`src/common/amm_pkg.sv`:
```
// Constants, layouts and types of the modem management command block.
// Assumes a 32-bit classic Wishbone slave with byte addresses.
package amm_pkg;
    // Request framing and command codes
    localparam logic [7:0] SUB_CODE = 8'h01;
    localparam logic [7:0] CMD_CFG_MODEM = 8'h0E;
    localparam logic [7:0] CMD_OWNER = 8'h0F;
    localparam logic [7:0] CMD_CLR_POOL = 8'h10;
    localparam logic [7:0] CMD_NV_CONN = 8'h11;
    localparam logic [7:0] CMD_JOIN_CONN = 8'h12;
    localparam logic [7:0] CMD_CALLBACK = 8'h13;
    localparam logic [7:0] CMD_CFG_REPORT = 8'h14;
    // Response codes
    localparam logic [7:0] RESP_GRANT = 8'h3D;
    localparam logic [7:0] RESP_DENY = 8'h1D;
    localparam logic [7:0] RESP_OK = 8'h01;
    localparam logic [7:0] RESP_FAIL = 8'h00;
    // Setting values
    localparam logic [7:0] CONN_OFF = 8'hFF;
    localparam logic [7:0] CALLBACK_OFF = 8'h00;
    // Register byte offsets
    localparam logic [7:0] OFF_CTRL = 8'h00;
    localparam logic [7:0] OFF_REQ = 8'h04;
    localparam logic [7:0] OFF_RESP = 8'h08;
    localparam logic [7:0] OFF_REPORT = 8'h0C;
    localparam logic [7:0] OFF_SETTINGS = 8'h10;
    localparam logic [7:0] OFF_IRQ_STAT = 8'h14;
    localparam logic [7:0] OFF_IRQ_MASK = 8'h18;
    // Field positions
    localparam int CTRL_NSM = 0;
    localparam int REQ_CMD = 8;
    localparam int REQ_ARG = 16;
    localparam int REQ_NODE = 24;
    localparam int RESP_OK_BIT = 8;
    localparam int RESP_OWNED = 9;
    localparam int RESP_REPORTED = 10;
    localparam int RESP_OWNER = 16;
    // Event bits
    localparam int IRQ_W = 4;
    localparam int IRQ_DONE = 0;
    localparam int IRQ_DIAL = 1;
    localparam int IRQ_CFG = 2;
    localparam int IRQ_DROP = 3;
    // Configuration record report; arbitrary neutral values
    localparam logic [15:0] REC_ADDR = 16'h0100;
    localparam logic [7:0] REC_REV = 8'h01;
    localparam logic [7:0] REC_LEN = 8'h20;
    localparam logic [31:0] ZERO32 = 32'h0000_0000;

    typedef struct packed {
        logic [7:0] nv_conn;
        logic [7:0] join_conn;
        logic [7:0] callback;
    } amm_settings_s;

    typedef struct packed {
        logic link_up;
        logic nv_update;
        logic join_msg;
        logic dial_in;
        logic [3:0] dial_in_dir;
    } amm_pins_s;
endpackage

```
`src/amm_mgmt.sv`:
```
// Management request interpreter for a modem-attached serial adapter.
// Assumes a classic Wishbone master and asynchronous modem status pins.
//
// The Wishbone register port and the register addresses are this design's own decisions.

// Behaviour
// - Configure-modem request sends config string when link is down.
// - Configure-modem while connected sends nothing and answers failure.
// - Ownership request code 15; true asks, false gives back.
// - Ownership answers 0x3D when granted, 0x1D when denied.
// - Ownership is lost on reset; nobody owns afterwards.
// - Clear-pool request code 16 empties all strings to null.
// - Code 17 in services mode writes variable-update dial byte.
// - In services mode, enabled variable-update setting starts dial-out on each update.
// - Code 18 in services mode writes join dial byte.
// - In services mode, enabled join setting starts dial-out on each join message.
// - Code 19 in services mode writes callback byte; nonzero enables.
// - Callback: dial-in is hung up, then dial-out to requested entry.
// - Report request in services mode gives record address, revision and length.
// - Requests start with sub-code 1, then command, then fields.
// - Config string also sent after reset and on link loss.
module amm_mgmt (
    input wire logic ref_clk_in,
    input wire logic nrst_in,
    input wire logic wb_cyc_in,
    input wire logic wb_stb_in,
    input wire logic wb_we_in,
    input wire logic [7:0] wb_adr_in,
    input wire logic [3:0] wb_sel_in,
    input wire logic [31:0] wb_dat_in,
    output logic [31:0] wb_dat_out,
    output logic wb_ack_out,
    input wire amm_pkg::amm_pins_s pins_in,
    output logic send_cfg_out,
    output logic clear_pool_out,
    output logic dial_out_out,
    output logic [3:0] dial_dir_out,
    output logic hangup_out,
    output logic irq_out
);
    import amm_pkg::*;

    function automatic logic conn_on(input logic [7:0] v);
        conn_on = (v != CONN_OFF);
    endfunction
    amm_pins_s s1_r, s2_r, s3_r;
    logic [31:0] dat_r, dat_nxt;
    logic ack_r, ack_nxt;
    logic nsm_r, nsm_nxt;
    amm_settings_s set_r, set_nxt;
    logic owned_r, owned_nxt;
    logic [7:0] owner_r, owner_nxt;
    logic [7:0] resp_r, resp_nxt;
    logic ok_r, ok_nxt, rep_r, rep_nxt;
    logic [IRQ_W-1:0] ist_r, ist_nxt, imask_r, imask_nxt;
    logic boot_r, boot_nxt, cbp_r, cbp_nxt;
    logic cfg_r, cfg_nxt, clr_r, clr_nxt, dial_r, dial_nxt, hup_r, hup_nxt;
    logic [3:0] dir_r, dir_nxt;
    logic req, exec, wr, rd;
    logic [7:0] cmd, arg, node;
    logic sub_ok, nv_ev, join_ev, din_ev, drop_ev;
    logic [31:0] rdata;
    logic [IRQ_W-1:0] ev;
    assign req = wb_cyc_in & wb_stb_in;
    assign wr = req & ack_r & wb_we_in;
    assign rd = req & ack_r & ~wb_we_in;
    assign exec = wr & (wb_adr_in == OFF_REQ);
    assign cmd = wb_dat_in[REQ_CMD +: 8];
    assign arg = wb_dat_in[REQ_ARG +: 8];
    assign node = wb_dat_in[REQ_NODE +: 8];
    assign sub_ok = (wb_dat_in[7:0] == SUB_CODE);
    assign nv_ev = s2_r.nv_update & ~s3_r.nv_update;
    assign join_ev = s2_r.join_msg & ~s3_r.join_msg;
    assign din_ev = s2_r.dial_in & ~s3_r.dial_in;
    assign drop_ev = ~s2_r.link_up & s3_r.link_up;
    assign wb_dat_out = dat_r;
    assign wb_ack_out = ack_r;
    assign send_cfg_out = cfg_r;
    assign clear_pool_out = clr_r;
    assign dial_out_out = dial_r;
    assign dial_dir_out = dir_r;
    assign hangup_out = hup_r;
    assign irq_out = |(ist_r & imask_r);
    always_comb begin
        rdata = ZERO32;
        unique case (wb_adr_in)
            OFF_CTRL: rdata[CTRL_NSM] = nsm_r;
            OFF_RESP: begin
                rdata[7:0] = resp_r;
                rdata[RESP_OK_BIT] = ok_r;
                rdata[RESP_OWNED] = owned_r;
                rdata[RESP_REPORTED] = rep_r;
                rdata[RESP_OWNER +: 8] = owner_r;
            end
            OFF_REPORT: rdata = {REC_LEN, REC_REV, REC_ADDR};
            OFF_SETTINGS: rdata[23:0] = set_r;
            OFF_IRQ_STAT: rdata[IRQ_W-1:0] = ist_r;
            OFF_IRQ_MASK: rdata[IRQ_W-1:0] = imask_r;
            default: rdata = ZERO32;
        endcase
    end

    always_comb begin
        ack_nxt = req & ~ack_r;
        dat_nxt = (req & ~ack_r) ? rdata : dat_r;
        nsm_nxt = nsm_r;
        set_nxt = set_r;
        owned_nxt = owned_r;
        owner_nxt = owner_r;
        resp_nxt = resp_r;
        ok_nxt = ok_r;
        rep_nxt = rep_r;
        imask_nxt = imask_r;
        boot_nxt = 1'b0;
        cbp_nxt = 1'b0;
        cfg_nxt = 1'b0;
        clr_nxt = 1'b0;
        dial_nxt = 1'b0;
        hup_nxt = 1'b0;
        dir_nxt = dir_r;
        ev = '0;
        if (wr && wb_adr_in == OFF_CTRL && wb_sel_in[0])
            nsm_nxt = wb_dat_in[CTRL_NSM];
        if (wr && wb_adr_in == OFF_IRQ_MASK && wb_sel_in[0])
            imask_nxt = wb_dat_in[IRQ_W-1:0];
        if (exec) begin
            ev[IRQ_DONE] = 1'b1;
            resp_nxt = RESP_FAIL;
            ok_nxt = 1'b0;
            if (sub_ok) begin
                unique case (cmd)
                    CMD_CFG_MODEM:
                        if (!s2_r.link_up) begin
                            cfg_nxt = 1'b1;
                            resp_nxt = RESP_OK;
                            ok_nxt = 1'b1;
                        end
                    CMD_OWNER: begin
                        if (arg != 8'h00 && (!owned_r || owner_r == node)) begin
                            owned_nxt = 1'b1;
                            owner_nxt = node;
                            resp_nxt = RESP_GRANT;
                            ok_nxt = 1'b1;
                        end else if (arg == 8'h00 && owned_r
                                     && owner_r == node) begin
                            owned_nxt = 1'b0;
                            resp_nxt = RESP_GRANT;
                            ok_nxt = 1'b1;
                        end else
                            resp_nxt = RESP_DENY;
                    end
                    CMD_CLR_POOL: begin
                        clr_nxt = 1'b1;
                        resp_nxt = RESP_OK;
                        ok_nxt = 1'b1;
                    end
                    CMD_NV_CONN, CMD_JOIN_CONN, CMD_CALLBACK,
                    CMD_CFG_REPORT: begin
                        if (nsm_r) begin
                            resp_nxt = RESP_OK;
                            ok_nxt = 1'b1;
                            if (cmd == CMD_NV_CONN)
                                set_nxt.nv_conn = arg;
                            if (cmd == CMD_JOIN_CONN)
                                set_nxt.join_conn = arg;
                            if (cmd == CMD_CALLBACK)
                                set_nxt.callback = arg;
                            if (cmd == CMD_CFG_REPORT)
                                rep_nxt = 1'b1;
                        end
                    end
                    default: resp_nxt = RESP_FAIL;
                endcase
            end
        end
        if (boot_r || drop_ev)
            cfg_nxt = 1'b1;
        if (nsm_r && ((nv_ev && conn_on(set_r.nv_conn))
                      || (join_ev && conn_on(set_r.join_conn)))) begin
            dial_nxt = 1'b1;
            dir_nxt = nv_ev ? set_r.nv_conn[3:0] : set_r.join_conn[3:0];
        end
        if (nsm_r && din_ev && set_r.callback != CALLBACK_OFF) begin
            hup_nxt = 1'b1;
            cbp_nxt = 1'b1;
            dir_nxt = s2_r.dial_in_dir;
        end
        if (cbp_r) begin
            dial_nxt = 1'b1;
            dir_nxt = dir_r;
        end
        ev[IRQ_DIAL] = dial_nxt;
        ev[IRQ_CFG] = cfg_nxt;
        ev[IRQ_DROP] = drop_ev;
        // Read clears only bits already returned; set wins
        ist_nxt = (rd && wb_adr_in == OFF_IRQ_STAT) ?
                  ((ist_r & ~dat_r[IRQ_W-1:0]) | ev) : (ist_r | ev);
    end
    always_ff @(posedge ref_clk_in or negedge nrst_in) begin
        if (!nrst_in) begin
            s1_r <= '0;
            s2_r <= '0;
            s3_r <= '0;
            dat_r <= ZERO32;
            ack_r <= 1'b0;
            nsm_r <= 1'b0;
            set_r <= {CONN_OFF, CONN_OFF, CALLBACK_OFF};
            owned_r <= 1'b0;
            owner_r <= 8'h00;
            resp_r <= RESP_FAIL;
            ok_r <= 1'b0;
            rep_r <= 1'b0;
            ist_r <= '0;
            imask_r <= '0;
            boot_r <= 1'b1;
            cbp_r <= 1'b0;
            cfg_r <= 1'b0;
            clr_r <= 1'b0;
            dial_r <= 1'b0;
            hup_r <= 1'b0;
            dir_r <= 4'h0;
        end else begin
            s1_r <= pins_in;
            s2_r <= s1_r;
            s3_r <= s2_r;
            dat_r <= dat_nxt;
            ack_r <= ack_nxt;
            nsm_r <= nsm_nxt;
            set_r <= set_nxt;
            owned_r <= owned_nxt;
            owner_r <= owner_nxt;
            resp_r <= resp_nxt;
            ok_r <= ok_nxt;
            rep_r <= rep_nxt;
            ist_r <= ist_nxt;
            imask_r <= imask_nxt;
            boot_r <= boot_nxt;
            cbp_r <= cbp_nxt;
            cfg_r <= cfg_nxt;
            clr_r <= clr_nxt;
            dial_r <= dial_nxt;
            hup_r <= hup_nxt;
            dir_r <= dir_nxt;
        end
    end
endmodule

```
`config.mk`:
```
export PLATFORM = sky130hd
export DESIGN_NAME = amm_mgmt
export DESIGN_NICKNAME = d
export VERILOG_FILES = /design/src/common/amm_pkg.sv /design/src/amm_mgmt.sv
export SDC_FILE = /design/constraint.sdc
export NUM_CORES = 1
export LEC_CHECK = 0
export ABC_AREA = 1
export BUFFER_PORTS_ARGS = -buffer_cell sky130_fd_sc_hd__buf_2
export CAP_MARGIN = 30
export CORE_MARGIN = 5
export CORE_UTILIZATION = 45
export DETAILED_ROUTE_END_ITERATION = 16
export GPL_ROUTABILITY_DRIVEN = 0
export MAX_ROUTING_LAYER = met4
export PLACE_DENSITY = 0.74
export SLEW_MARGIN = 10
export SYNTH_ARGS = -nofsm -noshare
export SYNTH_HDL_FRONTEND = slang
export SYNTH_SLANG_ARGS = --single-unit
```
`constraint.sdc`:
```
create_clock -name ref_clk_in -period 2.2 [get_ports ref_clk_in]
set_input_delay 0.22 -clock ref_clk_in [delete_from_list [all_inputs] [get_ports ref_clk_in]]
set_output_delay 0.22 -clock ref_clk_in [all_outputs]
set_load 0.01 [all_outputs]
```
==> results_dict.tcl <==
set metrics [dict create \
    status "completed" \
    fillers 934 \
    worstMarginPinSlew_ps 589.5 \
    postRouteAntennaNets 0 \
    cp-end-kind "flip-flop" \
    grt_max_degree 47 \
    cts_tree "yes" \
    vdd_drop_max_uv 313.1 \
    swShare 0.2229 \
    cts_setup_buffers 0 \
    p_int_mw 2.618 \
    area_growth_pct 18.63 \
    synth.avg_cell_area_um2 8.600 \
    drv_cap 0 \
    p_leak_nw 2.929 \
    hold_viol_final 0 \
    drt_iter0_drc 215 \
    ys_ff_latch 102 \
    netlist_area_um2 4687 \
    first_pass_iters 5 \
    timing.final.crit_share 0.7607 \
    grtUsageTotal 0.1841 \
    grt_pass1_vias 3887 \
    p_seq_frac 0.568 \
    clkLatencyLatePin_ps 360 \
    ys.flop_type "dfrtp_1" \
    share_comb_of_total_power 0.065 \
    period_needed_ps 1674 \
    dieWidth_um 112.1 \
    numCtsBuffers 9 \
    avgRoutedWirePerCell_um 13.51 \
    seq_area_frac_synth 0.5491 \
    holdCritPathClass "in2reg" \
    numClockSinks 102 \
    dp_hpwl_mm 8.193 \
    yosysTopAreaCell "dfrtp_1" \
    ys.warnings.count 0 \
    fmax_ghz 0.5975 \
    worstPathMaxFanout 6 \
    antenna_found_initial 0 \
    row_count 37 \
    final_cell_mix "nand2_1, buf_2, dfrtp_1" \
    wl_mm 10.66 \
    finalSetupViolCount 0 \
    ys_async_sr_fraction 1.000 \
    drcViolationCount 0 \
    core_region_area_um2 10230 \
    die_h_um 112.1 \
    layout_commonest_cell "nand2_1" \
    maxSlewHeadroom 0.6070 \
    fin_area_um2 5560 \
    via_count 3884 \
    fin_setup_tns_ps 0 \
    io_buffer_count 88 \
    arrival_ps 1970 \
    dieArea_um2 12560 \
    clk_pin_slew_ps 90 \
    start_kind "flip-flop" \
    placed_cell_area_um2 5264 \
    io_pins 99 \
    drive_above_1_share 0.2251 \
    power.density_nw_per_um2 605.8 \
    nets 705 \
    synth_area_leaders "dfrtp_1, nand2_1, dfstp_2, inv_1, o21ai_0" \
    grt_overflow 0 \
    crit_type "reg2reg" \
    clock_path_buffers 2 \
    finalClockSkew_ps 8.024 \
    p_clk_frac 0.368 \
    start_util 0.4581 \
    ys_types 37 \
    netlist.area_leader.share 0.4538 \
    netlist_instances 545 \
    routed_via_density 4.923 \
    htreeDepth 3 \
    antennaDiodeCount 0 \
    cts-root-buf "clkbuf_8" \
    cp.required_ps 2500 \
    rsz0062_at_grt "false" \
    slew_violations 0 \
    grt_pass1_wl_mm 18.34 \
    netSwitchingPower_mw 0.7508 \
    synth_edf_count 0 \
    cts-resized-gates 0 \
]
sequential cells by signal (all words and copies together), names as in the netlist, 3 cells and up:
register	cells
s3_r	4
imask_r	4
wb_dat_out	25
s1_r	8
resp_r	3
ist_r	4
owner_r	8
s2_r	8
set_r	24
dial_dir_out	4
path summary, 6_finish.rpt:
path                            cells past startpoint           from               to  slack (ps)
worst max-delay path                                7       set_r[5]  dial_dir_out[3]         530
worst min-delay path                                3  wb_dat_in[31]       owner_r[7]          90
worst max register to register                      7       set_r[5]  dial_dir_out[3]         530
worst min register to register                      0        s1_r[5]          s2_r[5]         350
max in group asynchronous                           3        nrst_in           boot_r        1070
min in group asynchronous                           2        nrst_in       owner_r[6]         390
Yosys cell counts (3+ instances only):
library cell    n
buf_2           3
nand2_1       188
nor3_1          3
nor4_1          3
xnor2_1         7
o22ai_1         3
nand4_4         3
nand3_1        27
nand4_1        11
inv_1          62
nor2_1         24
nor2_2          5
dfrtp_1        85
o21ai_0        42
o21ai_1        16
a21oi_1        10
buf_4           7
clkbuf_1        5
dfstp_2        17
stage by stage:
step	power [mW]	hold slack, ps	cells	util	setup WS [ps]
floorplan	2.037	-75.59	552	-	711.5
global placement	2.150	253.6	764	0.5145	561.6
detailed placement	2.157	268.2	764	0.5145	523.5
CTS	3.405	73.97	789	0.5435	497.2
global route	3.513	82.85	789	0.5435	339.9
finish	3.369	88.21	789	0.5435	526.4
cells by family after synthesis:
family | count (synthesis) | synth area share
and+or+nand+nor | 277 | 0.2734
DFF | 102 | 0.5491
buffers and inverters | 80 | 0.07448
AOI/OAI and AO/OA | 77 | 0.08676
xor gates and xnor gates | 7 | 0.01308
muxes | 1 | 0.002402
other | 1 | 0.0008001
timing repair:
action                                 CTS  global route
hold buffers                             9             0
endpoints found under the hold margin   52             0
setup endpoints to repair                0             0
critical path, stage by stage, from the launching register on:
cell and delay, ps:
dfrtp_1 430, nor4_1 360, nand2_1 200, nand2_1 190, nand2_1 140, nand2_1 140
nand2_1 70, nand2_1 70
per-layer routing:
| layer | part of all wire | global-route usage | vias up | routed length [µm] |
|---|---|---|---|---|
| met1 | 0.43 | 0.2355 | 1825 | 4596 |
| met2 | 0.50 | 0.3022 | 120 | 5310 |
| met3 | 0.054 | 0.02695 | 16 | 574 |
| met5 | 0 | - | - | 0 |
| met4 | 0.017 | 0.06330 | 0 | 178 |
| li1 | - | - | 1923 | - |
power groups by stage:
stage	registers (mW)	clock network (mW)	logic, mW
3_3_place_gp	1.95	0	0.203
3_5_place_dp	1.95	0	0.209
4_1_cts	1.91	1.27	0.222
5_1_grt	1.92	1.35	0.250
2_1_floorplan	1.95	0	0.0881
6_report	1.91	1.24	0.218
final cells by class:
class                   count  area (µm²)  area share
clock buffers              11       131.4     0.02363
clock inverters             5       75.07     0.01350
inverters                  63       236.5     0.04253
multi-input cells         370        1790      0.3220
flip-flops and latches    102        2574      0.4629
well taps                 136       170.2     0.03060
repair buffers            102       583.1      0.1049
No activity file was read; power rests on OpenSTA's default activity.
